## config.mk

```make
export PLATFORM = sky130hd
export DESIGN_NAME = cba_crossbar_arbiter_config
export DESIGN_NICKNAME = d
export VERILOG_FILES = /design/src/cba_pkg.sv /design/src/cba_crossbar_arbiter_config.sv
export SDC_FILE = /design/constraint.sdc
export NUM_CORES = 1
export LEC_CHECK = 0
export BUFFER_PORTS_ARGS = -buffer_cell sky130_fd_sc_hd__buf_2
export CAP_MARGIN = 15
export CORE_MARGIN = 1
export CORE_UTILIZATION = 50
export DETAILED_ROUTE_END_ITERATION = 12
export PLACE_DENSITY = 0.82
export SYNTH_ARGS = -nofsm -noshare
export SYNTH_HDL_FRONTEND = slang
export SYNTH_SLANG_ARGS = --single-unit
```

## constraint.sdc

```tcl
create_clock -name clk -period 21.3 [get_ports clk]
set_input_delay 4.26 -clock clk [delete_from_list [all_inputs] [get_ports clk]]
set_output_delay 4.26 -clock clk [all_outputs]
set_load 0.1 [all_outputs]
```

## src/cba_pkg.sv

```systemverilog
// Constants, register map and carrier types for the crossbar arbiter configuration block
package cba_pkg;

  // Register offsets on the device control register bus (word addressed)
  localparam logic [9:0] MASTER_ARB_CFG_ADDR = 10'h023;
  localparam logic [9:0] MASTER_FAULT_ADDR = 10'h024;
  localparam logic [9:0] MASTER_RESET_CTRL_ADDR = 10'h026;
  localparam logic [9:0] MEMPORT_ARB_CFG_ADDR = 10'h028;

  // Requester indices
  localparam int NUM_REQ = 5;
  localparam logic [2:0] REQ_INSTR_READ = 3'h0;
  localparam logic [2:0] REQ_DATA_WRITE = 3'h1;
  localparam logic [2:0] REQ_DATA_READ = 3'h2;
  localparam logic [2:0] REQ_SLAVE_PORT0 = 3'h3;
  localparam logic [2:0] REQ_SLAVE_PORT1 = 3'h4;

  // Arbitration modes
  localparam logic [1:0] MODE_LRU = 2'h0;
  localparam logic [1:0] MODE_ROUND_ROBIN = 2'h1;
  localparam logic [1:0] MODE_FIXED = 2'h2;

  // Highest legal priority code, and round-robin pointer start value
  localparam logic [2:0] PRIO_MAX = 3'h4;
  localparam logic [2:0] RR_START = 3'h7;

  // Configuration word reset values and writable-bit masks
  localparam logic [31:0] ARB_CFG_DEFAULT = 32'h0043_2010;
  localparam logic [31:0] MASTER_CFG_MASK = 32'h0077_7777;
  localparam logic [31:0] MEMPORT_CFG_MASK = 32'h0077_7773;

  // Fault flag reset value, queue reset bit positions
  localparam logic [3:0] FAULT_RESET = 4'h0;
  localparam int READ_QUEUE_RESET_BIT = 1;
  localparam int WRITE_QUEUE_RESET_BIT = 0;

  // Configuration word layout, bit 31 is the high end of the word
  typedef struct packed {
    logic [8:0] rsv0;
    logic [2:0] instr_read_prio;
    logic rsv1;
    logic [2:0] data_write_prio;
    logic rsv2;
    logic [2:0] data_read_prio;
    logic rsv3;
    logic [2:0] slave_port1_prio;
    logic rsv4;
    logic [2:0] slave_port0_prio;
    logic rsv5;
    logic attr_sync_enable;
    logic [1:0] mode;
  } cba_cfg_t;

  // Command queue fault events and flags, low four bits of the status word
  typedef struct packed {
    logic queue_a_overflow;
    logic queue_a_underflow;
    logic queue_b_overflow;
    logic queue_b_underflow;
  } cba_fault_t;

  // Arbitration pick result
  typedef struct packed {
    logic found;
    logic [2:0] idx;
  } cba_pick_t;

endpackage : cba_pkg

```

## src/cba_crossbar_arbiter_config.sv

```systemverilog
// Crossbar arbiters with configuration, queue fault flags and queue reset controls
`timescale 1ns/1ns

module cba_crossbar_arbiter_config #(
  parameter logic [31:0] MASTER_ARBITER_INIT_ATTR = cba_pkg::ARB_CFG_DEFAULT,
  parameter logic [31:0] MEMPORT_ARBITER_INIT_ATTR = cba_pkg::ARB_CFG_DEFAULT
) (
  input wire logic clk,
  input wire logic rst_n,
  // Device control register bus
  input wire logic dcr_read,
  input wire logic dcr_write,
  input wire logic [9:0] dcr_addr,
  input wire logic [31:0] dcr_wdata,
  output logic [31:0] dcr_rdata,
  output logic dcr_ack,
  // Bus-master crossbar arbiter
  input wire logic [4:0] master_req,
  input wire logic master_arb_ready,
  output logic [4:0] master_gnt,
  output logic attr_sync_enable,
  // Memory controller port crossbar arbiter
  input wire logic [4:0] memory_controller_port_req,
  input wire logic memory_controller_port_arb_ready,
  output logic [4:0] memory_controller_port_gnt,
  // Bus-master crossbar command queues
  input wire cba_pkg::cba_fault_t master_queue_fault_evt,
  output logic read_queue_reset,
  output logic write_queue_reset,
  output logic master_xbar_fifo_int
);

  ////////////////////////////////////////////////////////////////////////////////
  // Parameter checks

  if ((MASTER_ARBITER_INIT_ATTR & ~cba_pkg::MASTER_CFG_MASK) != 32'h0000_0000) begin : g_chk_m
    $error("Master arbiter init value sets reserved bits");
  end
  if ((MEMPORT_ARBITER_INIT_ATTR & ~cba_pkg::MEMPORT_CFG_MASK) != 32'h0000_0000) begin : g_chk_p
    $error("Memory-port arbiter init value sets reserved bits");
  end

  ////////////////////////////////////////////////////////////////////////////////
  // Functions

  function automatic logic [2:0] prio_of(input cba_pkg::cba_cfg_t cfg, input logic [2:0] idx);
    logic [2:0] p;
    p = 3'h0;
    case (idx)
      cba_pkg::REQ_INSTR_READ: p = cfg.instr_read_prio;
      cba_pkg::REQ_DATA_WRITE: p = cfg.data_write_prio;
      cba_pkg::REQ_DATA_READ: p = cfg.data_read_prio;
      cba_pkg::REQ_SLAVE_PORT0: p = cfg.slave_port0_prio;
      cba_pkg::REQ_SLAVE_PORT1: p = cfg.slave_port1_prio;
      default: p = 3'h0;
    endcase
    return p;
  endfunction : prio_of

  // Highest-priority active requester, optionally only those below a limit
  function automatic cba_pkg::cba_pick_t pick_prio(input logic [4:0] req,
                                                   input cba_pkg::cba_cfg_t cfg,
                                                   input logic [2:0] limit,
                                                   input logic use_limit);
    cba_pkg::cba_pick_t pk;
    logic [2:0] p;
    logic [2:0] best;
    pk = '0;
    p = 3'h0;
    best = 3'h0;
    for (int i = 0; i < cba_pkg::NUM_REQ; i++) begin
      p = prio_of(cfg, 3'(i));
      if (req[i] && (!use_limit || p < limit) && (!pk.found || p > best)) begin
        pk.found = 1'b1;
        pk.idx = 3'(i);
        best = p;
      end
    end
    return pk;
  endfunction : pick_prio

  function automatic logic [4:0] onehot(input logic [2:0] idx);
    return 5'(5'h01 << idx);
  endfunction : onehot

  // Init word is servable: priorities 0 to 4, all distinct, no reserved mode
  function automatic logic cfg_legal(input logic [31:0] word);
    cba_pkg::cba_cfg_t c;
    logic ok;
    c = cba_pkg::cba_cfg_t'(word);
    ok = (c.mode <= cba_pkg::MODE_FIXED);
    for (int i = 0; i < cba_pkg::NUM_REQ; i++) begin
      if (prio_of(c, 3'(i)) > cba_pkg::PRIO_MAX) begin
        ok = 1'b0;
      end
      for (int j = i + 1; j < cba_pkg::NUM_REQ; j++) begin
        if (prio_of(c, 3'(i)) == prio_of(c, 3'(j))) begin
          ok = 1'b0;
        end
      end
    end
    return ok;
  endfunction : cfg_legal

  if (!cfg_legal(MASTER_ARBITER_INIT_ATTR)) begin : g_chk_m_prio
    $error("Master arbiter init value has a reserved priority or mode");
  end
  if (!cfg_legal(MEMPORT_ARBITER_INIT_ATTR)) begin : g_chk_p_prio
    $error("Memory-port arbiter init value has a reserved priority or mode");
  end

  ////////////////////////////////////////////////////////////////////////////////
  // Register bus decode

  localparam int RQ_BIT = cba_pkg::READ_QUEUE_RESET_BIT;
  localparam int WQ_BIT = cba_pkg::WRITE_QUEUE_RESET_BIT;

  logic ack_reg;
  logic ack_next;
  logic take;
  logic wr_take;
  logic rd_take;

  // A held request is taken once; its acknowledge blocks a second take
  assign take = (dcr_read || dcr_write) && !ack_reg;
  assign wr_take = take && dcr_write;
  assign rd_take = take && dcr_read;

  ////////////////////////////////////////////////////////////////////////////////
  // Arbiter configuration words

  logic [31:0] cfg_reg [2];
  logic [31:0] cfg_next [2];
  cba_pkg::cba_cfg_t master_cfg;

  always_comb begin
    cfg_next[0] = cfg_reg[0];
    cfg_next[1] = cfg_reg[1];
    if (wr_take && dcr_addr == cba_pkg::MASTER_ARB_CFG_ADDR) begin
      cfg_next[0] = dcr_wdata & cba_pkg::MASTER_CFG_MASK;
    end
    if (wr_take && dcr_addr == cba_pkg::MEMPORT_ARB_CFG_ADDR) begin
      cfg_next[1] = dcr_wdata & cba_pkg::MEMPORT_CFG_MASK;
    end
  end

  always_ff @(posedge clk or negedge rst_n) begin
    if (!rst_n) begin
      cfg_reg[0] <= MASTER_ARBITER_INIT_ATTR;
      cfg_reg[1] <= MEMPORT_ARBITER_INIT_ATTR;
    end else begin
      cfg_reg[0] <= cfg_next[0];
      cfg_reg[1] <= cfg_next[1];
    end
  end

  assign master_cfg = cba_pkg::cba_cfg_t'(cfg_reg[0]);
  assign attr_sync_enable = master_cfg.attr_sync_enable;

  ////////////////////////////////////////////////////////////////////////////////
  // Command queue fault flags

  cba_pkg::cba_fault_t fault_reg;
  cba_pkg::cba_fault_t fault_next;

  always_comb begin
    fault_next = fault_reg;
    if (wr_take && dcr_addr == cba_pkg::MASTER_FAULT_ADDR) begin
      fault_next = fault_reg & ~dcr_wdata[3:0];
    end
    // New events win over a clear in the same cycle
    fault_next = fault_next | master_queue_fault_evt;
  end

  always_ff @(posedge clk or negedge rst_n) begin
    if (!rst_n) begin
      fault_reg <= cba_pkg::FAULT_RESET;
    end else begin
      fault_reg <= fault_next;
    end
  end

  assign master_xbar_fifo_int = |fault_reg;

  ////////////////////////////////////////////////////////////////////////////////
  // Queue reset pulses

  logic [1:0] qrst_reg;
  logic [1:0] qrst_next;

  always_comb begin
    qrst_next = 2'h0;
    if (wr_take && dcr_addr == cba_pkg::MASTER_RESET_CTRL_ADDR) begin
      qrst_next[RQ_BIT] = dcr_wdata[RQ_BIT];
      qrst_next[WQ_BIT] = dcr_wdata[WQ_BIT];
    end
  end

  always_ff @(posedge clk or negedge rst_n) begin
    if (!rst_n) begin
      qrst_reg <= 2'h0;
    end else begin
      qrst_reg <= qrst_next;
    end
  end

  assign read_queue_reset = qrst_reg[RQ_BIT];
  assign write_queue_reset = qrst_reg[WQ_BIT];

  ////////////////////////////////////////////////////////////////////////////////
  // Read return and acknowledge

  logic [31:0] rdata_reg;
  logic [31:0] rdata_next;

  always_comb begin
    rdata_next = rdata_reg;
    ack_next = dcr_read || dcr_write;
    if (rd_take) begin
      case (dcr_addr)
        cba_pkg::MASTER_ARB_CFG_ADDR: rdata_next = cfg_reg[0];
        cba_pkg::MEMPORT_ARB_CFG_ADDR: rdata_next = cfg_reg[1];
        cba_pkg::MASTER_FAULT_ADDR: rdata_next = {28'h000_0000, fault_reg};
        cba_pkg::MASTER_RESET_CTRL_ADDR: rdata_next = 32'h0000_0000;
        default: rdata_next = 32'h0000_0000;
      endcase
    end
  end

  always_ff @(posedge clk or negedge rst_n) begin
    if (!rst_n) begin
      rdata_reg <= 32'h0000_0000;
      ack_reg <= 1'b0;
    end else begin
      rdata_reg <= rdata_next;
      ack_reg <= ack_next;
    end
  end

  assign dcr_rdata = rdata_reg;
  assign dcr_ack = ack_reg;

  ////////////////////////////////////////////////////////////////////////////////
  // Arbiters: index 0 bus master, index 1 memory controller port

  logic [4:0] req_all [2];
  logic ready_all [2];
  logic [4:0] gnt_all [2];

  assign req_all[0] = master_req;
  assign req_all[1] = memory_controller_port_req;
  assign ready_all[0] = master_arb_ready;
  assign ready_all[1] = memory_controller_port_arb_ready;
  assign master_gnt = gnt_all[0];
  assign memory_controller_port_gnt = gnt_all[1];

  for (genvar g = 0; g < 2; g++) begin : g_arb
    logic [2:0] lru_reg [5];
    logic [2:0] lru_next [5];
    logic [2:0] last_prio_reg;
    logic [2:0] last_prio_next;
    logic [4:0] gnt_reg;
    logic [4:0] gnt_next;
    cba_pkg::cba_cfg_t cfg;
    cba_pkg::cba_pick_t pick;
    cba_pkg::cba_pick_t pick_lim;

    assign cfg = cba_pkg::cba_cfg_t'(cfg_reg[g]);

    always_comb begin
      logic [2:0] pos;
      pos = 3'h0;
      pick = '0;
      pick_lim = '0;
      last_prio_next = last_prio_reg;
      for (int i = 0; i < cba_pkg::NUM_REQ; i++) begin
        lru_next[i] = lru_reg[i];
      end
      case (cfg.mode)
        cba_pkg::MODE_LRU: begin
          // Front of the list is the least recently granted requester
          for (int i = cba_pkg::NUM_REQ - 1; i >= 0; i--) begin
            if (req_all[g][lru_reg[i]]) begin
              pick.found = 1'b1;
              pick.idx = lru_reg[i];
              pos = 3'(i);
            end
          end
        end
        cba_pkg::MODE_ROUND_ROBIN: begin
          // Walk downward in priority from the last granted level, then wrap
          pick_lim = pick_prio(req_all[g], cfg, last_prio_reg, 1'b1);
          pick = pick_lim.found ? pick_lim : pick_prio(req_all[g], cfg, 3'h0, 1'b0);
        end
        default: begin
          pick = pick_prio(req_all[g], cfg, 3'h0, 1'b0);
        end
      endcase
      gnt_next = 5'h00;
      if (ready_all[g] && pick.found) begin
        gnt_next = onehot(pick.idx);
        last_prio_next = prio_of(cfg, pick.idx);
        for (int i = 0; i < cba_pkg::NUM_REQ - 1; i++) begin
          if (3'(i) >= pos) begin
            lru_next[i] = lru_reg[i + 1];
          end
        end
        lru_next[cba_pkg::NUM_REQ - 1] = pick.idx;
      end
    end

    always_ff @(posedge clk or negedge rst_n) begin
      if (!rst_n) begin
        for (int i = 0; i < cba_pkg::NUM_REQ; i++) begin
          lru_reg[i] <= 3'(i);
        end
        last_prio_reg <= cba_pkg::RR_START;
        gnt_reg <= 5'h00;
      end else begin
        for (int i = 0; i < cba_pkg::NUM_REQ; i++) begin
          lru_reg[i] <= lru_next[i];
        end
        last_prio_reg <= last_prio_next;
        gnt_reg <= gnt_next;
      end
    end

    assign gnt_all[g] = gnt_reg;
  end

endmodule : cba_crossbar_arbiter_config

```

[After elaboration in Yosys (flattened, before gate mapping)]
Cells that the tools add are included.
Word-level totals
  memory bits (read-only): 0
  memory bits (writable): 0
  bits in latches: 0
  input bits: 62
  output and inout bits: 47
  logic and storage cells: 375
  memories kept: 0
  register bits after elaboration: 120
Cells by class
  $add $sub $neg: 0
  bitwise logic cells: 3
  equality and inequality tests: 14
  div/mod/pow operators: 0
  shifts and indexed selects: 2
  reductions and logical operators: 108
  muxes and demuxes: 173
  multipliers: 0
  magnitude comparators: 52
Operator list (number)
  two-way mux 4 bit: 67
  two-way mux 3 bit: 78
  greater-than comparator 3 bit: 24
  case mux 23 bit (3 select lines): 1
  logical AND 1 bit: 43
  equality test 10 x 6 -> 1 bit, second input constant: 4
  less-than comparator 3 x 4 -> 1 bit, second input constant: 10
  binary-select mux 1 bit (select 3 bit): 10
  less-than comparator 3 bit: 10
  case mux 3 bit (5 select lines): 2
  zero test 1 bit: 25
  logical OR 1 bit: 25
  case mux 4 bit (2 select lines): 2
  AND reduction 2 bit: 8
  equality test 3 x 2 -> 1 bit, second input constant: 4
  >= comparator 1 x 3 -> 1 bit, first input constant: 4
  >= comparator 2 x 3 -> 1 bit, first input constant: 4
  two-way mux 1 bit: 10
  two-way mux 5 bit: 2
  left shift 1 x 3 -> 5 bit, first input constant: 2
  equality test 3 x 1 -> 1 bit, second input constant: 2
  equality test 3 bit, second input constant: 2
  zero test 3 bit: 2
  AND 4 bit: 1
  other kinds (7): 10

[Logic depth before layout (Yosys ltp)]
Gate-level depths: netlist of run 1.
  depth after elaboration: 30
  depth in mapped cells: 35
  gate-level depth less buffers: 34

[Worst setup path after synthesis of run 1]
No wires, ideal clock.
  path kind: input to register
  from: input memory_controller_port_req[0]
  to: register g_arb[1].last_prio_reg[2]
  arrival time: 10.247 ns
  slack: 10.954 ns
  data required time: 21.201 ns
  buffers on the path: 1
  cell stages on the path: 28
  path through: buf_6 > nand2b_1 > a221oi_2 > nand2_1 > ha_1 > a211oi_1 > o21a_1 > nor2_1 > a22o_1 > inv_1 > ha_1 > a211oi_1 > nor2_1 > o21ai_0 > mux2i_1 > ha_1 > or2_2 > o211a_1 > o21ai_0 > mux2_2 > ha_1 > a211o_1 > a21boi_0 > a22oi_1 > o2bb2ai_2 > a211oi_4 > a2111oi_0 > a211oi_2
On the way
  cells in the longest elaborated chain, start to end: 27
Ends and longest elaborated chain
  start: declaration: RTL line cba_crossbar_arbiter_config.sv:23  | input wire logic [4:0] memory_controller_port_req,
  logical AND 1 bit: RTL line cba_crossbar_arbiter_config.sv:73  | if (req[i] && (!use_limit || p < limit) && (!pk.found || p > best)) begin
  two-way mux 3 bit or two-way mux 4 bit (tied branches): RTL line cba_crossbar_arbiter_config.sv:73
  two-way mux 3 bit or two-way mux 4 bit (tied branches): RTL line cba_crossbar_arbiter_config.sv:279  | case (cfg.mode)
  greater-than comparator 3 bit or zero test 1 bit (tied branches): RTL line cba_crossbar_arbiter_config.sv:73
  logical OR 1 bit: RTL line cba_crossbar_arbiter_config.sv:73
  logical AND 1 bit: RTL line cba_crossbar_arbiter_config.sv:73
  two-way mux 3 bit or two-way mux 4 bit (tied branches): RTL line cba_crossbar_arbiter_config.sv:73
  two-way mux 3 bit or two-way mux 4 bit (tied branches): RTL line cba_crossbar_arbiter_config.sv:279
  (+11 left out)
  logical OR 1 bit: RTL line cba_crossbar_arbiter_config.sv:73
  logical AND 1 bit: RTL line cba_crossbar_arbiter_config.sv:73
  two-way mux 4 bit: RTL line cba_crossbar_arbiter_config.sv:73
  two-way mux 4 bit: RTL line cba_crossbar_arbiter_config.sv:279
  two-way mux 4 bit: RTL line cba_crossbar_arbiter_config.sv:293  | pick = pick_lim.found ? pick_lim : pick_prio(req_all[g], cfg, 3'h0, 1'b0);
  case mux 4 bit (2 select lines) *: RTL line cba_crossbar_arbiter_config.sv:279
  equality test 3 bit (tied with other cells): RTL line cba_crossbar_arbiter_config.sv:49  | case (idx)
  case mux 3 bit (5 select lines): RTL line cba_crossbar_arbiter_config.sv:49
  end signal: assignment: RTL line cba_crossbar_arbiter_config.sv:317  | last_prio_reg <= cba_pkg::RR_START;
  end signal: assignment: RTL line cba_crossbar_arbiter_config.sv:323  | last_prio_reg <= last_prio_next;
  end: declaration: RTL line cba_crossbar_arbiter_config.sv:260  | logic [2:0] last_prio_reg;
Every way passes the cells marked *; elsewhere a longest branch is shown, timed or not. The select of a mux whose other input is x is not followed.
A chain may end at the register's enable or synchronous reset.

[Final worst setup path of run 1]
Same ends and word-level chain as after synthesis.

==> results.toml, run 1 <==
[clock_tree]
cts_setup_buffers = 0
cts_max_path_buffers = 2
cts_tree = "built"
cts-root-buf = "clkbuf_16"
clk_latency_ns = 0.35
cts_hold_buf = 0
cts_sinks = 107
post_cts_resized = 0
path_clk_slew_ns = 0.07
numCtsBuffers = 9
cts_max_level = 3

[setup_path]
crit_path_max_incr_delay_ns = 0.60
cpMostUsedCell = "ha_1"
crit_type = "in2reg"
cp.buffers_inverters = 2
crit_path_top_delay_cell = "a2111oi_0"
crit_path_end_kind = "register"
cp_max_fo = 19
worstPathArrival_ns = 11.59
rrSetupSlack_ns = 13.14
worstPathRequired_ns = 21.56
crit_family = "compound AO/OA/AOI/OAI gates"
start_kind = "primary input"

[synth]
syn-cell-area_mm2 = 0.008215
ys.warnings.count = 0
synth_seq_area_share_pct = 32.99
synth_flop_cell = "dfrtp_1"
synth_edf_count = 0
synth_cell_types = 82
async_flop_share_pct = 100.0
postSynthCellCount = 879
ys_ff_latch = 107
postSynthAreaPerCell_um2 = 9.346

[global_route]
grt_max_degree = 59
grt_pass1_wl_um = 33470
grt_pass1_vias = 6751
antenna_found_initial = 2
grt_use_total_pct = 25.10
grt_remaining_overflow = 0

[finish]
multi_input_area_mm2 = 0.005159
fillCellCount = 1418
largest_reg_flops = 35
drive_gt1_share_pct = 23.58
seqCellArea_mm2 = 0.002710
final_util_pct = 56.80
area_growth_pct = 10.22
final_common_cell = "nand2_1"
layout.cells.non_filler = 1171
nets = 1079
layout_common_cells = "82 x nand2_1, 81 x dfrtp_1, 81 x buf_2"
design_area_mm2 = 0.009055

[route]
drt_wl_total_um = 20710
drc_errors = 0
firstDrtPassIters = 7
antenna_left = 0
routed_wire_length_per_instance_um = 17.68
num_vias = 7129
drt_iter0_drc = 674
via_per_inst = 6.088

[placed_design]
gp_congestion = 0.9270
hpwl_um = 15390
placed_cells = 1154
port_buffers = 82
dp_slack_ns = 9.821
postPlaceCellArea_mm2 = 0.008773

[floorplan]
die-area_mm2 = 0.01695
design.core.area_mm2 = 0.01594
die-width_um = 130.2
start_util_pct = 51.53
die_y_um = 130.2
io_pins = 109
core.rowCount = 46

[timing]
max_slew_margin_pct = 23.01
slew_violations = 0
rsz0062_at_grt = "no"
hold_viol = 0
hold_ws_ns = 0.4783
fin_skew_ns = 0.008501
fin_crit_ns = 11.33
fin_crit_sh_pct = 53.17
fin_ws_ns = 9.975
fin_tns_setup_ns = 0
max_freq_mhz = 88.30
finalSetupViolCount = 0
worstMarginPinSlew_ns = 1.146

[flow_run]
drv_cap = 0

[status]
status = "finished, final reports clean"

[power]
p_total_mw = 0.7074
ir_drop_mv = 0.03996
leakage_nw = 4.035
p_per_area_mw_per_mm2 = 78.13

[hold_path]
hold_class = "reg2reg"
[per-layer routing]
metal	share of wire, %	wire length [um]	GRT usage, %
met2	45	9294	39.02
met4	2.1	440	10.05
met1	46	9537	34.34
met5	0.063	13	0
met3	6.9	1421	4.797
[synthesized netlist by cell type, types with 13 or more instances]
master	number	share of area, %
a211oi_1	14	1.3
a21oi_1	23	1.4
a22oi_1	21	1.9
a31oi_1	18	1.4
and2_1	19	1.4
buf_4	13	1.2
clkbuf_1	22	1.0
dfrtp_1	81	25
dfstp_2	26	8.3
ha_1	68	10
inv_1	53	2.4
mux2_2	72	9.9
mux2i_1	21	2.6
nand2_1	82	3.7
nand2b_1	25	1.9
nand3_1	18	1.1
nor2_1	44	2.0
nor2b_1	16	1.2
o21ai_0	70	4.3
[final timing paths]
kind | from | end | cells past startpoint
max in group asynchronous | rst_n | g_arb[1].cfg[18]$_DFFE_PN0P_ | 2
min in group asynchronous | rst_n | g_arb[0].lru_reg[6]$_DFFE_PN0P_ | 1
setup reg to reg | g_arb[1].last_prio_reg[2]$_DFFE_PN1P_ | g_arb[1].last_prio_reg[2]$_DFFE_PN1P_ | 30
hold / removal | dcr_rdata[5]$_DFFE_PN0P_ | dcr_rdata[5]$_DFFE_PN0P_ | 2
setup / recovery | memory_controller_port_req[0] | g_arb[1].last_prio_reg[2]$_DFFE_PN1P_ | 29
hold reg to reg | dcr_rdata[5]$_DFFE_PN0P_ | dcr_rdata[5]$_DFFE_PN0P_ | 2
[layout make-up]
type,instances,area share (%)
inverters,53,2.197
clock buffers,10,2.529
well taps,216,2.985
diodes,1,0.02764
clock inverters,6,0.5527
multi-input cells,693,56.97
repair buffers,85,4.809
flip-flops and latches,107,29.93
[worst reg2reg max path: cells and delay by family (launching register included)]
family / cells / cell delay [ns]
AO/OA/AOI/OAI: 15 / 4.19
adder cells (fa/ha/maj): 5 / 1.43
buffers and inverters: 2 / 0.17
flip-flops: 1 / 0.53
multiplexers: 2 / 0.69
AND/OR/NAND/NOR: 6 / 1.09
[cells by family after synthesis]
logic type / Yosys count / share of synthesized area, %
AND/OR/NAND/NOR: 275 / 17.97
other: 1 / 0.04565
flip-flops: 107 / 32.99
AO/OA/AOI/OAI: 242 / 20.79
buffers and inverters: 91 / 4.874
multiplexers: 95 / 12.98
adder cells (fa/ha/maj): 68 / 10.36
[power by group]
part	total, mW	switching (mW)	internal, mW
clock	0.160	0.0786	0.0809
combinational	0.283	0.174	0.109
sequential	0.265	0.0312	0.234
total	0.707	0.284	0.424
No activity file was read; power rests on OpenSTA's default activity.
==> run 2: changes to the inputs <==
ABC_AREA = 1   (was unset)
clock period = 11.2 ns   (was 21.3 ns; I/O delays follow)
==> run 2 against run 1 <==
Effect of this change:
- sequential share of layout area hardly changed
- clock power is 120% higher
- largest cell class unchanged
- synthesized cell count grew 32%
- via count is 10% higher
- total power up 130%
- sequential power grew 88%
- highest routed layer is now met4
- final cell count up 25%
- sequential cell count is the same
- die area is 1.4% lower
- wire length rose by 2.5%
==> results.toml, run 2 <==
[power]
power.share.switching_pct = 45.87
ir_drop_mv = 0.1824
p_per_area_mw_per_mm2 = 177.9
p_total_mw = 1.609
cellInternalPower_mw = 0.8708
switching_power_mw = 0.7378
power.share.combinational_pct = 46.9
leakage_nw = 4.829
clkPwrFrac_pct = 22.2
p_seq_share_pct = 31.0

[setup_path]
worstPathRequired_ns = 11.49
cp_max_fo = 9
start_kind = "primary input"
worstPathArrival_ns = 7.63
crit_path_top_delay_cell = "ha_1"
crit_path_max_incr_delay_ns = 0.36
crit_path_end_kind = "register"
ff2ff_path_depth = 46
crit_type = "in2reg"
cpMostUsedCell = "nand2_1"

[route]
antenna_left = 0
drt_iter0_drc = 653
num_vias = 7869
firstDrtPassIters = 5
drc_errors = 0
via_per_inst = 5.371
drt_wl_total_um = 21230
routed_wire_length_per_instance_um = 14.49

[floorplan]
start_util_pct = 51.19
design.core.area_mm2 = 0.01583
io_pins = 109
die-width_um = 129.3
die-area_mm2 = 0.01672
core.rowCount = 46
die_y_um = 129.3

[synth]
synth_most_common_cell = "nand2_1"
syn-cell-area_mm2 = 0.008102
synth_edf_count = 0
synth_area_leaders = "dfrtp_1 25%, nand2_1 18%, ha_1 11%, dfstp_2 8.4%, o21ai_0 7.5%"
synth_common_cells = "395 x nand2_1, 132 x inv_1, 122 x o21ai_0, 81 x dfrtp_1, 81 x nand3_1"
postSynthAreaPerCell_um2 = 6.984
synth_cell_types = 44
synth_top_area_share_pct = 25.02
synth_flop_cell = "dfrtp_1"
async_flop_share_pct = 100.0
ys.warnings.count = 0
postSynthCellCount = 1160
synth_top_cell_by_area = "dfrtp_1"
synth_seq_area_share_pct = 33.45
ys_ff_latch = 107

[placed_design]
hpwl_um = 16190
port_buffers = 82
gp_congestion = 0.9672

[timing]
rsz0062_at_grt = "no"
worstMarginPinSlew_ns = 0.7701
fin_crit_sh_pct = 65.53
slew_violations = 0
hold_ws_ns = 0.4699
max_freq_mhz = 136.2
hold_viol = 0
finalSetupViolCount = 0
fin_skew_ns = 0.01059
fin_crit_ns = 7.340
max_slew_margin_pct = 48.60
fin_tns_setup_ns = 0

[global_route]
grt_max_degree = 58
grt_pass1_wl_um = 35660
grt_remaining_overflow = 0
grt_use_total_pct = 27.10
antenna_found_initial = 0
grt_pass1_vias = 7435

[clock_tree]
cts_max_level = 3
cts_setup_buffers = 0
cts-root-buf = "clkbuf_16"
cts_tree = "built"
post_cts_resized = 0
cts_max_path_buffers = 2
clk_latency_ns = 0.36
cts_sinks = 107
numCtsBuffers = 9
cts_hold_buf = 0
path_clk_slew_ns = 0.07

[finish]
fillCellCount = 1491
layout_common_cells = "395 x nand2_1, 132 x inv_1, 122 x o21ai_0"
seqCellArea_mm2 = 0.002710
area_growth_pct = 11.61
largest_reg_flops = 35
diodes = 0
multi_input_area_mm2 = 0.004742
final_common_cell = "nand2_1"
drive_gt1_share_pct = 15.13
nets = 1374

[hold_path]
min_path_cells = 2
hold_class = "reg2reg"

[flow_run]
drv_cap = 0

[status]
status = "finished, final reports clean"
-- run 2: changes by cell type after synthesis, moves of 19 or more --
cell / change
a21oi_1: +32
a22oi_1: -20
and2_1: -19
inv_1: +79
mux2_2: -72
mux2i_1: -21
nand2_1: +313
nand2b_1: -25
nand3_1: +63
o21ai_0: +52
-- run 2: critical path: cells and delay by family --
family	cells	cell delay (ns)
AO/OA/AOI/OAI	7	1.09
buffers and inverters	3	0.44
adder cells (fa/ha/maj)	4	1.31
AND/OR/NAND/NOR	30	2.50
-- run 2: logic make-up (layout without fill, tap and decap cells) --
| logic type | count (synthesis) | in the layout | share of synthesized area [%] |
|---|---|---|---|
| simple gates | 601 | 601 | 33.11 |
| compound gates | 214 | 214 | 14.32 |
| buf+inv | 169 | 246 | 8.571 |
| flops | 107 | 107 | 33.45 |
| fa+ha+maj | 68 | 68 | 10.50 |
| other cells | 1 | 13 | 0.04629 |
-- run 2: area by class of cell --
type	count	area share [%]
multi-input combinational	896	52.44
sequential	107	29.97
inverter	144	5.978
timing repair buffer	86	4.898
tap	216	2.989
clock buffer	10	2.643
clock inverter	6	1.079
-- run 2: power by group through the flow --
| stage | Combinational, mW | Sequential [mW] | Clock [mW] |
|---|---|---|---|
| after floorplan | 0.530 | 0.577 | 0 |
| after global placement | 0.732 | 0.503 | 0 |
| after detailed placement | 0.746 | 0.503 | 0 |
| after CTS | 0.751 | 0.497 | 0.364 |
| after global routing | 0.841 | 0.507 | 0.378 |
| final | 0.754 | 0.498 | 0.357 |
-- run 2: per-layer routing --
| layer | part of all wire [%] | global-route usage [%] |
|---|---|---|
| met5 | 0 | 0 |
| met4 | 2.6 | 10.38 |
| met3 | 5.9 | 3.138 |
| met2 | 45 | 43.52 |
| met1 | 46 | 37.50 |
-- run 2: final timing paths --
path	from	to	slack, ns
setup / recovery	memory_controller_port_req[0]	g_arb[1].last_prio_reg[1]$_DFFE_PN1P_	3.86
hold / removal	g_arb[0].last_prio_reg[1]$_DFFE_PN1P_	g_arb[0].last_prio_reg[1]$_DFFE_PN1P_	0.47
setup reg to reg	g_arb[1].last_prio_reg[2]$_DFFE_PN1P_	g_arb[1].last_prio_reg[1]$_DFFE_PN1P_	4.82
hold reg to reg	g_arb[0].last_prio_reg[1]$_DFFE_PN1P_	g_arb[0].last_prio_reg[1]$_DFFE_PN1P_	0.47
max in group asynchronous	rst_n	dcr_rdata[9]$_DFFE_PN0P_	8.18
min in group asynchronous	rst_n	qrst_reg[0]$_DFF_PN0_	1.88
-- run 2: metrics by stage --
stage	instances	setup WS (ns)	utilization, %	instance area, um2
floorplan	1172	4.579	-	8147
global placement	1449	3.798	55.00	8706
detailed placement	1449	3.656	55.00	8706
CTS	1465	4.004	57.13	9042
global route	1465	3.188	57.13	9042
finish	1465	3.860	57.13	9042
